$ cat src/shared/meter_evt_pkg.sv
`default_nettype none
package meter_evt_pkg;
    // ----------------------------------------------------------------
    // Register map (word addresses)
    // ----------------------------------------------------------------
    localparam logic [6:0]  ADDR_FLAGS_A    = 7'h73;
    localparam logic [6:0]  ADDR_FLAGS_B    = 7'h74;
    localparam logic [6:0]  ADDR_IRQ_EN_A   = 7'h75;
    localparam logic [6:0]  ADDR_IRQ_EN_B   = 7'h76;
    localparam logic [6:0]  ADDR_LAST_WORD  = 7'h78;
    localparam logic [6:0]  ADDR_CRC_ERR    = 7'h79;
    localparam logic [6:0]  ADDR_CRC_VALUE  = 7'h7a;
    localparam logic [6:0]  ADDR_UNLOCK     = 7'h7f;
    // ----------------------------------------------------------------
    // Reset values and unlock keys
    // ----------------------------------------------------------------
    localparam logic [15:0] RST_WORD        = 16'h0000;
    localparam logic [15:0] KEY_CONFIG      = 16'h55aa;
    localparam logic [15:0] KEY_GOLDEN      = 16'haa55;
    // ----------------------------------------------------------------
    // Field positions
    // ----------------------------------------------------------------
    localparam int          CRC_ERR_CFG_BIT = 0;
    localparam int          CRC_ERR_INT_BIT = 1;
    localparam logic [15:0] CRC_POLY        = 16'h1021;
    // Serial frame: R/W bit, 8 unused bits, 7 address bits, 16 data bits
    localparam int          FRAME_BITS      = 32;

    // Register access request from the serial port
    typedef struct packed {
        logic        wr;
        logic [6:0]  addr;
        logic [15:0] wdata;
    } reg_req_s;
endpackage : meter_evt_pkg
`default_nettype wire

$ cat src/hw/crc_engine.sv
`default_nettype none
// Bit-serial CRC over a stream of 16-bit words, one bit per clock
module crc_engine
    import meter_evt_pkg::*;
#(
    parameter int WORDS = 4
)
(
    input  wire logic                  clk,
    input  wire logic                  rst_n,
    input  wire logic [WORDS*16-1:0]   data,
    output logic [15:0]                crc_q,
    output logic                       done_q
);
    localparam int BITS = WORDS * 16;
    logic [$clog2(BITS)-1:0] idx_q;
    logic [15:0]             acc_q;
    wire                     fb  = acc_q[15] ^ data[idx_q];
    wire  [15:0]             nxt = {acc_q[14:0], 1'b0} ^ (fb ? CRC_POLY : 16'h0);
    wire                     last = (idx_q == ($clog2(BITS))'(BITS - 1));

    // ----------------------------------------------------------------
    // Free-running pass; result published at each pass end
    // ----------------------------------------------------------------
    always_ff @(posedge clk)
    begin
        if (!rst_n)
        begin
            idx_q  <= '0;
            acc_q  <= 16'hffff;
            crc_q  <= RST_WORD;
            done_q <= 1'b0;
        end
        else
        begin
            idx_q  <= last ? '0 : idx_q + 1'b1;
            acc_q  <= last ? 16'hffff : nxt;
            done_q <= last;
            if (last)
                crc_q <= nxt;
        end
    end
endmodule : crc_engine
`default_nettype wire

$ cat src/hw/meter_event_regs.sv
`default_nettype none
//
// Overview of operation
// - Enable A bits 15..13 gate over-current change interrupts, phases A, B, C.
// - Enable A bits 12..10 gate over-voltage change interrupts, phases A, B, C.
// - Enable A bit 9 voltage sequence error, bit 8 current sequence error.
// - Enable A bit 7 gates neutral over-current change interrupt.
// - Enable A bits 6..4: reactive, active, apparent no-load changes.
// - Enable A bits 3..0 gate pulse outputs one to four direction changes.
// - Enable B bit 15 frequency high, bit 11 frequency low.
// - Enable B bits 14..12 gate sag change interrupts, phases A, B, C.
// - Enable B bits 10..8 gate phase-loss change interrupts, phases A, B, C.
// - Enable B bits 7..4 reactive sign, bits 3..0 active sign changes.
// - Enable A at 75H, read/write, resets to zero.
// - Read-only 78H holds data word of last serial access.
// - Error register bit 1 flags internal register CRC mismatch.
// - Error register bit 0 flags configuration CRC mismatch; rest reserved.
// - Error register read-only at 79H, resets to zero.
// - Reading 7AH returns live configuration CRC; resets to zero.
// - Writes to 7AH change golden CRC only when unlocked.
// - Change flags clear on writing one; zero leaves them; reset zero.
// - Golden write permitted only while unlock register holds AA55.
// - Unlock neither key: latch CRC as golden, then keep comparing.
//
module meter_event_regs
    import meter_evt_pkg::*;
#(
    parameter int CFG_WORDS = 4
)
(
    input  wire logic                    clk,
    input  wire logic                    rst_n,
    input  wire logic                    cs_n_pin,
    input  wire logic                    sclk_pin,
    input  wire logic                    mosi_pin,
    output logic                         miso_o,
    output logic                         miso_oe,
    input  wire logic [15:0]             event_change_a,
    input  wire logic [15:0]             event_change_b,
    input  wire logic [CFG_WORDS*16-1:0] config_words,
    input  wire logic                    internal_crc_bad,
    output logic [15:0]                  config_access_unlock,
    output logic                         irq_o
);
    // ----------------------------------------------------------------
    // Serial port and CRC engine
    // ----------------------------------------------------------------
    reg_req_s    req;
    logic        req_valid;
    logic        rd_valid;
    logic [15:0] rdata;
    logic        miso_r;
    logic        miso_oe_r;
    logic [15:0] crc_live;
    logic        crc_done;

    serial_port u_port (
        .clk       (clk),
        .rst_n     (rst_n),
        .cs_n_pin  (cs_n_pin),
        .sclk_pin  (sclk_pin),
        .mosi_pin  (mosi_pin),
        .miso_o    (miso_r),
        .miso_oe   (miso_oe_r),
        .req       (req),
        .req_valid (req_valid),
        .rd_valid  (rd_valid),
        .rdata     (rdata)
    );

    crc_engine #(.WORDS(CFG_WORDS)) u_crc (
        .clk    (clk),
        .rst_n  (rst_n),
        .data   (config_words),
        .crc_q  (crc_live),
        .done_q (crc_done)
    );

    // ----------------------------------------------------------------
    // Registers
    // ----------------------------------------------------------------
    logic [15:0] en_a_q;
    logic [15:0] en_b_q;
    logic [15:0] flags_a_q;
    logic [15:0] flags_b_q;
    logic [15:0] last_q;
    logic [15:0] golden_q;
    logic        golden_ok_q;
    logic [1:0]  crc_err_q;
    logic [15:0] digest_q;
    logic [15:0] unlock_q;

    // Write decode
    wire wr       = req_valid & req.wr;
    wire wr_en_a  = wr & (req.addr == ADDR_IRQ_EN_A);
    wire wr_en_b  = wr & (req.addr == ADDR_IRQ_EN_B);
    wire wr_fl_a  = wr & (req.addr == ADDR_FLAGS_A);
    wire wr_fl_b  = wr & (req.addr == ADDR_FLAGS_B);
    wire wr_unl   = wr & (req.addr == ADDR_UNLOCK);
    wire wr_gold  = wr & (req.addr == ADDR_CRC_VALUE);
    wire key_gold = (unlock_q == KEY_GOLDEN);
    wire key_cfg  = (unlock_q == KEY_CONFIG);
    wire checking = ~key_cfg; // Golden key keeps checking as well
    wire [15:0] clr_a = wr_fl_a ? req.wdata : 16'h0;
    wire [15:0] clr_b = wr_fl_b ? req.wdata : 16'h0;

    // Read mux; unmapped addresses read zero
    assign rdata = (req.addr == ADDR_IRQ_EN_A)  ? en_a_q :
                   (req.addr == ADDR_IRQ_EN_B)  ? en_b_q :
                   (req.addr == ADDR_FLAGS_A)   ? flags_a_q :
                   (req.addr == ADDR_FLAGS_B)   ? flags_b_q :
                   (req.addr == ADDR_LAST_WORD) ? last_q :
                   (req.addr == ADDR_CRC_ERR)   ? {14'h0, crc_err_q} :
                   (req.addr == ADDR_CRC_VALUE) ? digest_q :
                   (req.addr == ADDR_UNLOCK)    ? unlock_q : 16'h0;

    // Enables gate only; events still set their flags while disabled
    wire irq_d = |(flags_a_q & en_a_q) | |(flags_b_q & en_b_q);

    // ----------------------------------------------------------------
    // Enable, flag and unlock registers
    // ----------------------------------------------------------------
    always_ff @(posedge clk)
    begin
        if (!rst_n)
        begin
            en_a_q    <= RST_WORD;
            en_b_q    <= RST_WORD;
            flags_a_q <= RST_WORD;
            flags_b_q <= RST_WORD;
            unlock_q  <= RST_WORD;
            irq_o     <= 1'b0;
        end
        else
        begin
            if (wr_en_a)
                en_a_q <= req.wdata;
            if (wr_en_b)
                en_b_q <= req.wdata;
            // New event wins over a same-cycle clear
            flags_a_q <= (flags_a_q & ~clr_a) | event_change_a;
            flags_b_q <= (flags_b_q & ~clr_b) | event_change_b;
            if (wr_unl)
                unlock_q <= req.wdata;
            irq_o <= irq_d;
        end
    end

    // ----------------------------------------------------------------
    // Last access word and CRC check
    // ----------------------------------------------------------------
    always_ff @(posedge clk)
    begin
        if (!rst_n)
        begin
            last_q      <= RST_WORD;
            golden_q    <= RST_WORD;
            golden_ok_q <= 1'b0;
            crc_err_q   <= 2'b00;
            digest_q    <= RST_WORD;
        end
        else
        begin
            if (req_valid && req.wr)
                last_q <= req.wdata;
            else if (rd_valid)
                last_q <= rdata;
            if (crc_done)
                digest_q <= crc_live;
            crc_err_q[CRC_ERR_INT_BIT] <= internal_crc_bad;
            if (!checking)
            begin
                golden_ok_q <= 1'b0;
                crc_err_q[CRC_ERR_CFG_BIT] <= 1'b0;
            end
            else if (wr_gold && key_gold)
            begin
                golden_q    <= req.wdata;
                golden_ok_q <= 1'b1;
            end
            else if (crc_done && !golden_ok_q)
            begin
                golden_q    <= crc_live;
                golden_ok_q <= 1'b1;
            end
            else if (crc_done)
                crc_err_q[CRC_ERR_CFG_BIT] <= (crc_live != golden_q);
        end
    end

    assign miso_o  = miso_r;
    assign miso_oe = miso_oe_r;
    assign config_access_unlock = unlock_q;

    // ----------------------------------------------------------------
    // Checks
    // ----------------------------------------------------------------
    irq_follows_a: assert property (@(posedge clk) disable iff (!rst_n)
        irq_o == $past(irq_d))
        else $error("irq does not follow enabled flags");
    flag_sticky_a: assert property (@(posedge clk) disable iff (!rst_n)
        ($past(flags_a_q[0]) && !$past(clr_a[0])) |-> flags_a_q[0])
        else $error("flag dropped without write one");
    flag_set_a: assert property (@(posedge clk) disable iff (!rst_n)
        $past(event_change_b[3]) |-> flags_b_q[3])
        else $error("event lost");
    gold_locked_a: assert property (@(posedge clk) disable iff (!rst_n)
        (wr_gold && !key_gold && golden_ok_q && checking) |=> $stable(golden_q))
        else $error("golden changed while locked");
    gold_write_a: assert property (@(posedge clk) disable iff (!rst_n)
        (wr_gold && key_gold) |=> golden_q == $past(req.wdata))
        else $error("golden write not taken");
    cfg_err_a: assert property (@(posedge clk) disable iff (!rst_n)
        (crc_done && checking && golden_ok_q && !(wr_gold && key_gold) && crc_live != golden_q)
        |=> crc_err_q[CRC_ERR_CFG_BIT])
        else $error("crc mismatch not flagged");
    int_err_a: assert property (@(posedge clk) disable iff (!rst_n)
        internal_crc_bad |=> crc_err_q[CRC_ERR_INT_BIT])
        else $error("internal crc error not flagged");
    last_word_a: assert property (@(posedge clk) disable iff (!rst_n)
        (req_valid && req.wr) |=> last_q == $past(req.wdata))
        else $error("last word not logged");
    en_write_a: assert property (@(posedge clk) disable iff (!rst_n)
        wr_en_a |=> en_a_q == $past(req.wdata))
        else $error("enable register not written");
endmodule : meter_event_regs
`default_nettype wire

$ cat src/hw/serial_port.sv
`default_nettype none
// Four-wire serial slave: mode 0, MSB first, 32-bit frames
module serial_port
    import meter_evt_pkg::*;
(
    input  wire logic        clk,
    input  wire logic        rst_n,
    input  wire logic        cs_n_pin,
    input  wire logic        sclk_pin,
    input  wire logic        mosi_pin,
    output logic             miso_o,
    output logic             miso_oe,
    output reg_req_s         req,
    output logic             req_valid,
    output logic             rd_valid,
    input  wire logic [15:0] rdata
);
    // ----------------------------------------------------------------
    // Pin synchronisers
    // ----------------------------------------------------------------
    logic [2:0] s1_q;
    logic [2:0] s2_q;
    logic       sclk_d1_q;
    always_ff @(posedge clk)
    begin
        s1_q <= {cs_n_pin, sclk_pin, mosi_pin};
        s2_q <= s1_q;
        sclk_d1_q <= s2_q[1];
        // Registered so the pin enable comes straight from a flop
        miso_oe <= ~s2_q[2];
    end
    wire cs_n   = s2_q[2];
    wire sclk   = s2_q[1];
    wire mosi   = s2_q[0];
    wire rise   = sclk & ~sclk_d1_q;
    wire fall   = ~sclk & sclk_d1_q;

    logic [5:0]  cnt_q;
    logic        fetch_q;
    logic [31:0] sh_q;
    logic [15:0] out_q;
    wire  [31:0] sh_d = {sh_q[30:0], mosi};
    // Read data is fetched once the 16 header bits are in
    wire         hdr_done = rise & (cnt_q == 6'd15);
    wire         frm_done = rise & (cnt_q == 6'd31);

    // ----------------------------------------------------------------
    // Shift engine; a frame aborted by cs_n high is simply dropped
    // ----------------------------------------------------------------
    always_ff @(posedge clk)
    begin
        if (!rst_n || cs_n)
        begin
            cnt_q     <= 6'd0;
            fetch_q   <= 1'b0;
            sh_q      <= 32'h0;
            out_q     <= 16'h0;
            miso_o    <= 1'b0;
            req_valid <= 1'b0;
            rd_valid  <= 1'b0;
            req       <= '0;
        end
        else
        begin
            req_valid <= 1'b0;
            rd_valid  <= 1'b0;
            if (rise)
            begin
                sh_q  <= sh_d;
                cnt_q <= cnt_q + 6'd1;
            end
            if (hdr_done && sh_d[15])
            begin
                req.addr <= sh_d[6:0];
                req.wr   <= 1'b0;
            end
            // Data for the read arrives one cycle after the fetch
            fetch_q <= hdr_done & sh_d[15];
            // Loaded once only; a reload after the first shift would repeat bits
            if (fetch_q)
                out_q <= rdata;
            if (fall && cnt_q >= 6'd16)
            begin
                miso_o <= out_q[15];
                out_q  <= {out_q[14:0], 1'b0};
            end
            if (frm_done)
            begin
                req.wr    <= ~sh_q[30];
                req.addr  <= sh_q[21:15];
                req.wdata <= sh_d[15:0];
                req_valid <= 1'b1;
                rd_valid  <= sh_q[30];
            end
        end
    end
endmodule : serial_port
`default_nettype wire

$ cat config.mk
export PLATFORM = sky130hd
export DESIGN_NAME = meter_event_regs
export DESIGN_NICKNAME = d
export VERILOG_FILES = /design/src/shared/meter_evt_pkg.sv /design/src/hw/crc_engine.sv /design/src/hw/meter_event_regs.sv /design/src/hw/serial_port.sv
export SDC_FILE = /design/constraint.sdc
export NUM_CORES = 1
export LEC_CHECK = 0
export BUFFER_PORTS_ARGS = -buffer_cell sky130_fd_sc_hd__buf_2
export CORE_MARGIN = 2
export CORE_UTILIZATION = 59
export CTS_CLUSTER_DIAMETER = 50
export DETAILED_ROUTE_END_ITERATION = 10
export PLACE_DENSITY = 0.8
export SLEW_MARGIN = 20
export SYNTH_ARGS = -nofsm -noshare
export SYNTH_HDL_FRONTEND = slang
export SYNTH_HIERARCHICAL = 1
export SYNTH_SLANG_ARGS = --single-unit
$ cat constraint.sdc
create_clock -name clk -period 3.1 [get_ports clk]
set_input_delay 0.31 -clock clk [delete_from_list [all_inputs] [get_ports clk]]
set_output_delay 0.31 -clock clk [all_outputs]
set_load 0.01 [all_outputs]
==> Word-level counts from Yosys, hierarchy flattened <==
Index checks and enable logic that the tools add are counted.
{ "totals": {"regBits": 260, "inputBits": 102, "output_inout_bits": 19, "word_cells": 125} }
{ "op_classes": {"addsub": 2, "order_cmp": 2, "eq_ne": 14, "muxes": 24, "bitwise_logic": 32, "n_reduce_logical": 20} }
{ "ops": {"columns": ["cell", "n"], "rows": [
  ["$mux W16", 16],
  ["$and A16 B16 Y16", 4],
  ["$eq A7 B7 Y1 const B", 8],
  ["$not A16 Y16", 2],
  ["$or A16 B16 Y16", 2],
  ["$reduce_or A16 Y1", 2],
  ["$mux W24", 1],
  ["$eq A16 B15 Y1 const B", 1],
  ["$eq A16 B16 Y1 const B", 1],
  ["$ne A16 B16 Y1", 1],
  ["$xor A16 B16 Y16", 1],
  ["$mux W13", 1],
  ["$add A6 B1 Y6 const B", 2],
  ["$and A1 B1 Y1", 12],
  ["$not A1 Y1", 9],
  ["$mux W8", 1],
  ["$reduce_bool A2 Y1", 4],
  ["$reduce_or A2 Y1", 4],
  ["$lt A6 B7 Y1 const B", 1],
  ["$bmux W1 S6", 1],
  ["$eq A6 B4 Y1 const B", 1],
  ["$eq A6 B5 Y1 const B", 1],
  ["$eq A6 B6 Y1 const B", 1],
  ["$ge A6 B5 Y1 const B", 1],
  ["8 further kinds", 16]
]} }

==> Logic depth before layout (Yosys ltp) <==
{ "depth": {"ltp_word": 11, "ltp_mapped": 11, "depth_no_buf": 8} }

==> Cells and area by module <==
Netlist, hierarchy kept.
{ "modules_own_cells": {"columns": ["module", "instances", "cells_each", "area_per_inst_um2", "seq_area_each_um2"], "rows": [
  ["meter_event_regs", 1, 799, 6799.0, 2642.5],
  ["serial_port", 1, 396, 3472.1, 1781.7],
  ["crc_engine", 1, 202, 1963.1, 780.7]
]} }

==> Worst setup path before layout <==
No wires, ideal clock.
{ "synth_timing": {"path_type": "register to register", "startpoint": "register, netlist name u_port/req[16]", "endpoint": "register golden_q[10]", "setup_ns": 0.119, "arrival_time_ns": 2.270, "required_ns": 2.981, "setup_slack_ns": 0.711, "path_stages_with_launch": 8, "path_buffers": 2, "synth_period_minus_slack_ns": 2.389, "path_cell_list": "dfxtp_1 buf_6 nand4b_4 or4_4 nor3_4 buf_6 mux2_1 o221a_1"} }
{ "synth_between": {"elab_chain_cells": 5, "word_cells_on_any_way": 6, "classes_between": "eq/ne: 1; mux: 1; bitwise: 1; reduce/logical: 3"} }
{ "synth_rtl": {"columns": ["item", "line", "text"], "rows": [
  ["$eq A7 B7 Y1 (*)", "meter_event_regs.sv:100", "wire wr_gold = wr & (req.addr == ADDR_CRC_VALUE);"],
  ["$and A1 B1 Y1 (*)", "meter_event_regs.sv:100", null],
  ["$logic_and A1 B1 Y1 (*)", "meter_event_regs.sv:176", "else if (wr_gold && key_gold)"],
  ["$reduce_bool A2 Y1 (no source line)", null, null],
  ["$reduce_and A2 Y1 (no source line)", null, null],
  ["to (signal assigned)", "meter_event_regs.sv:178", "golden_q <= req.wdata;"],
  ["to (signal assigned)", "meter_event_regs.sv:183", "golden_q <= crc_live;"],
  ["to (decl)", "meter_event_regs.sv:87", "logic [15:0] golden_q;"]
]} }
Every way passes the cells marked *; elsewhere a longest branch is shown, timed or not.
A chain may end at the register's enable or synchronous reset.

==> Worst setup path in the final report <==
{ "layout_timing": {"startpoint": "register, netlist name u_port/req[22]", "endpoint": "register golden_q[14]"} }
{ "layout_between": {"elab_chain_cells": 5, "word_cells_on_any_way": 6, "classes_between": "eq/ne: 1; mux: 1; bitwise: 1; reduce/logical: 3"} }
{ "layout_rtl": {"columns": ["item", "line"], "rows": [
  ["$eq A7 B7 Y1 (*)", "meter_event_regs.sv:100"],
  ["$and A1 B1 Y1 (*)", "meter_event_regs.sv:100"],
  ["$logic_and A1 B1 Y1 (*)", "meter_event_regs.sv:176"],
  ["$reduce_bool A2 Y1 (no source line)", null],
  ["$reduce_and A2 Y1 (no source line)", null]
]} }
Marked as above.

==> out/results.ini <==
[route]
drt-total-wl_um = 36600
viasPerCell = 6.27
wire_per_inst_um = 20.3
dr.pass1.iters = 5
vias = 11300
ant_nets = 0
initialDrtViolationCount = 1287
drc = 0

[floorplanning]
dieWidth_um = 148
dieArea_mm2 = 0.0219
die_h_um = 148
initial_core_util_pct = 60.3
core-area_mm2 = 0.0203
num_rows = 52
num_io_pins = 121

[power]
power.density_mw_per_mm2 = 496
peakVddDrop_uv = 426
cellLeakagePower_nw = 5.09

[grt]
grt_pass1_vias = 10600
track_usage_pct = 32.7
grt_pass1_wl_um = 57200
gr-total-overflow = 0
grt_antenna_before_repair = 2
grt_max_degree = 50

[synthesis]
syn_area_mm2 = 0.0122
yosys_warnings = 6
avgSynthCellArea_um2 = 8.76
synth_top_area_share_pct = 42.5
synth-async-reset-ratio_pct = 0
yosysUniqueCellTypes = 78
yosysSeqAreaShare_pct = 42.5
synthTopCellsByArea = dfxtp_1, mux2i_1, a21oi_1
syn_nets = 1501
syn-instance-count = 1397
synth-seq-cells = 260
synth_edf_count = 0
synth_top_flop_cell = dfxtp_1
synth_top_area_cell = dfxtp_1

[clock_network]
clock_latency_ns = 0.54
cts_tree = done
cts_root_buffer = clkbuf_16
cts-buffers-inserted = 28
cts.clk_slew.worst_paths_ns = 0.06
clockBufferDepth = 3
cts_setup_buffers = 0
cts-hold-fix-buffers = 36
cts-htree-levels = 1
cts_num_sinks = 260
cts_resized = 0

[layout]
top_regs = u_port/sh_q (31), u_port/req (24)
top_register = u_port/sh_q
postLayoutCoreUtil_pct = 70.4
layout_commonest_cell = dfxtp_1
final_cell_mix = dfxtp_1, nand2_1, a21oi_1
area_growth_pct = 16.9
largest_register_ffs = 31
drive_above_1_share_pct = 17.0
nNetsFinal = 1616

[worst_setup_path]
crit_buf_inv = 1
cp_data_required_time_ns = 3.53
crit_end = golden_q[14]
worstRegToRegCells = 6
crit_start = u_port/req[22]
end_kind = flop
crit_slowest_cell = or4_4
cpPeakStageDelay_ns = 0.61
cp_max_fo = 19
ff2ff_setup_slack_ns = 0.60
cp_cell_sequence = nand4b_4, or4_4, nor3_4, buf_4, mux2_2, o221a_2
worstReg2RegEnd = golden_q[14]
crit_family = simple AND/OR/NAND/NOR gates
crit_cells = 6
reg2reg_from = u_port/req[22]
start_kind = flop
worstPathArrival_ns = 2.93
critPathKind = reg -> reg

[sta]
clock_skew_ns = 0.0113
slew_viol_final = 0
rsz0062_at_grt = false
slew_headroom_pct = 39.9
clock.fmax_mhz = 400
hold_viol_final = 0
setup_viol = 0
finalCritPeriodShare_pct = 80.7
worst_pin_slew_ns = 0.897
fin_tns_setup_ns = 0
layout_min_cycle_time_ns = 2.50

[min_path]
hold_class = in -> reg

[placement]
hpwl_um = 24500
port_buffers = 120
gp_congestion = 0.979

[run_status]
status = completed

[job]
cap_violations = 0

[worst min-delay path by stage]
stage / start / endpoint / slack [ns] / cells after the start
2_1_floorplan: u_port/s1_q[0] / u_port/s2_q[0] / 0.31 / 0
3_3_place_gp: u_port/s1_q[1] / u_port/s2_q[1] / 0.31 / 0
5_1_grt: rst_n / golden_q[12] / 0.31 / 2
6_report: rst_n / golden_q[12] / 0.30 / 2
3_5_place_dp: u_port/s1_q[1] / u_port/s2_q[1] / 0.31 / 0
4_1_cts: rst_n / golden_q[12] / 0.28 / 2
[per-layer routing]
| layer | up-vias | track usage (%) | wire [um] |
|---|---|---|---|
| met4 | 4 | 11.2 | 1430 |
| met5 | - | 0 | 25 |
| met1 | 5332 | 44.6 | 15000 |
| met2 | 582 | 49.4 | 15800 |
| met3 | 119 | 9.69 | 4330 |
| li1 | 5263 | - | - |
[metrics by stage]
stage / cell area, um2 / total power, W / setup WS, ns / hold WS, ns / std cells
6_report: 14300 / 0.00710 / 0.598 / 0.296 / 1803
5_1_grt: 14300 / 0.00730 / 0.477 / 0.314 / 1802
4_1_cts: 14300 / 0.00713 / 0.613 / 0.278 / 1802
3_5_place_dp: 13000 / 0.00384 / 0.633 / 0.313 / 1716
3_3_place_gp: 13000 / 0.00383 / 0.650 / 0.310 / 1716
2_1_floorplan: 12200 / 0.00372 / 0.711 / 0.310 / 1397
[cell type report]
class,count,area [um2]
multi-input cells,1019,6540
fillers,1618,6000
flip-flops and latches,260,5200
repair buffers,193,1260
clock buffers,37,786
well taps,270,338
clock inverters,13,128
inverters,10,37.5
diodes,1,2.50
[cell usage after synthesis (8+ instances only)]
cell type / instances
or3_1: 20
nand2_1: 181
dfxtp_1: 260
nand3_1: 45
nor2b_1: 12
clkbuf_1: 72
a21o_1: 15
a22oi_1: 45
mux2_2: 10
a21oi_1: 145
nand4_1: 9
o22ai_1: 15
a21boi_0: 28
nand4b_1: 8
or2_2: 14
xnor2_1: 22
mux2i_1: 92
o21a_1: 16
nor2_1: 101
a311oi_1: 14
and2_1: 9
o21ai_0: 52
o221a_2: 16
buf_1: 9
inv_1: 8
and3_1: 10
nand2b_1: 26
buf_2: 22
a22o_1: 20
[logic make-up (layout without fill, tap and decap cells)]
| family | count (synthesis) | after routing | synth area share, % |
|---|---|---|---|
| simple gates | 472 | 472 | 19.0 |
| compound gates | 403 | 403 | 21.8 |
| flops | 260 | 260 | 42.5 |
| buf+inv | 118 | 253 | 4.12 |
| mux | 115 | 115 | 10.3 |
| xor+xnor | 27 | 27 | 1.93 |
| fa+ha+maj | 2 | 2 | 0.205 |
| other cells | 0 | 1 | 0 |
[report_power, final]
part	total, W	internal, W	switching (W)	leakage [nW]
logic	0.000361	0.000189	0.000172	2.53
clock network	0.00328	0.00189	0.00139	0.444
registers	0.00345	0.00339	0.0000566	2.11
total	0.00710	0.00547	0.00162	5.09
(Power assumes the default switching activity.)
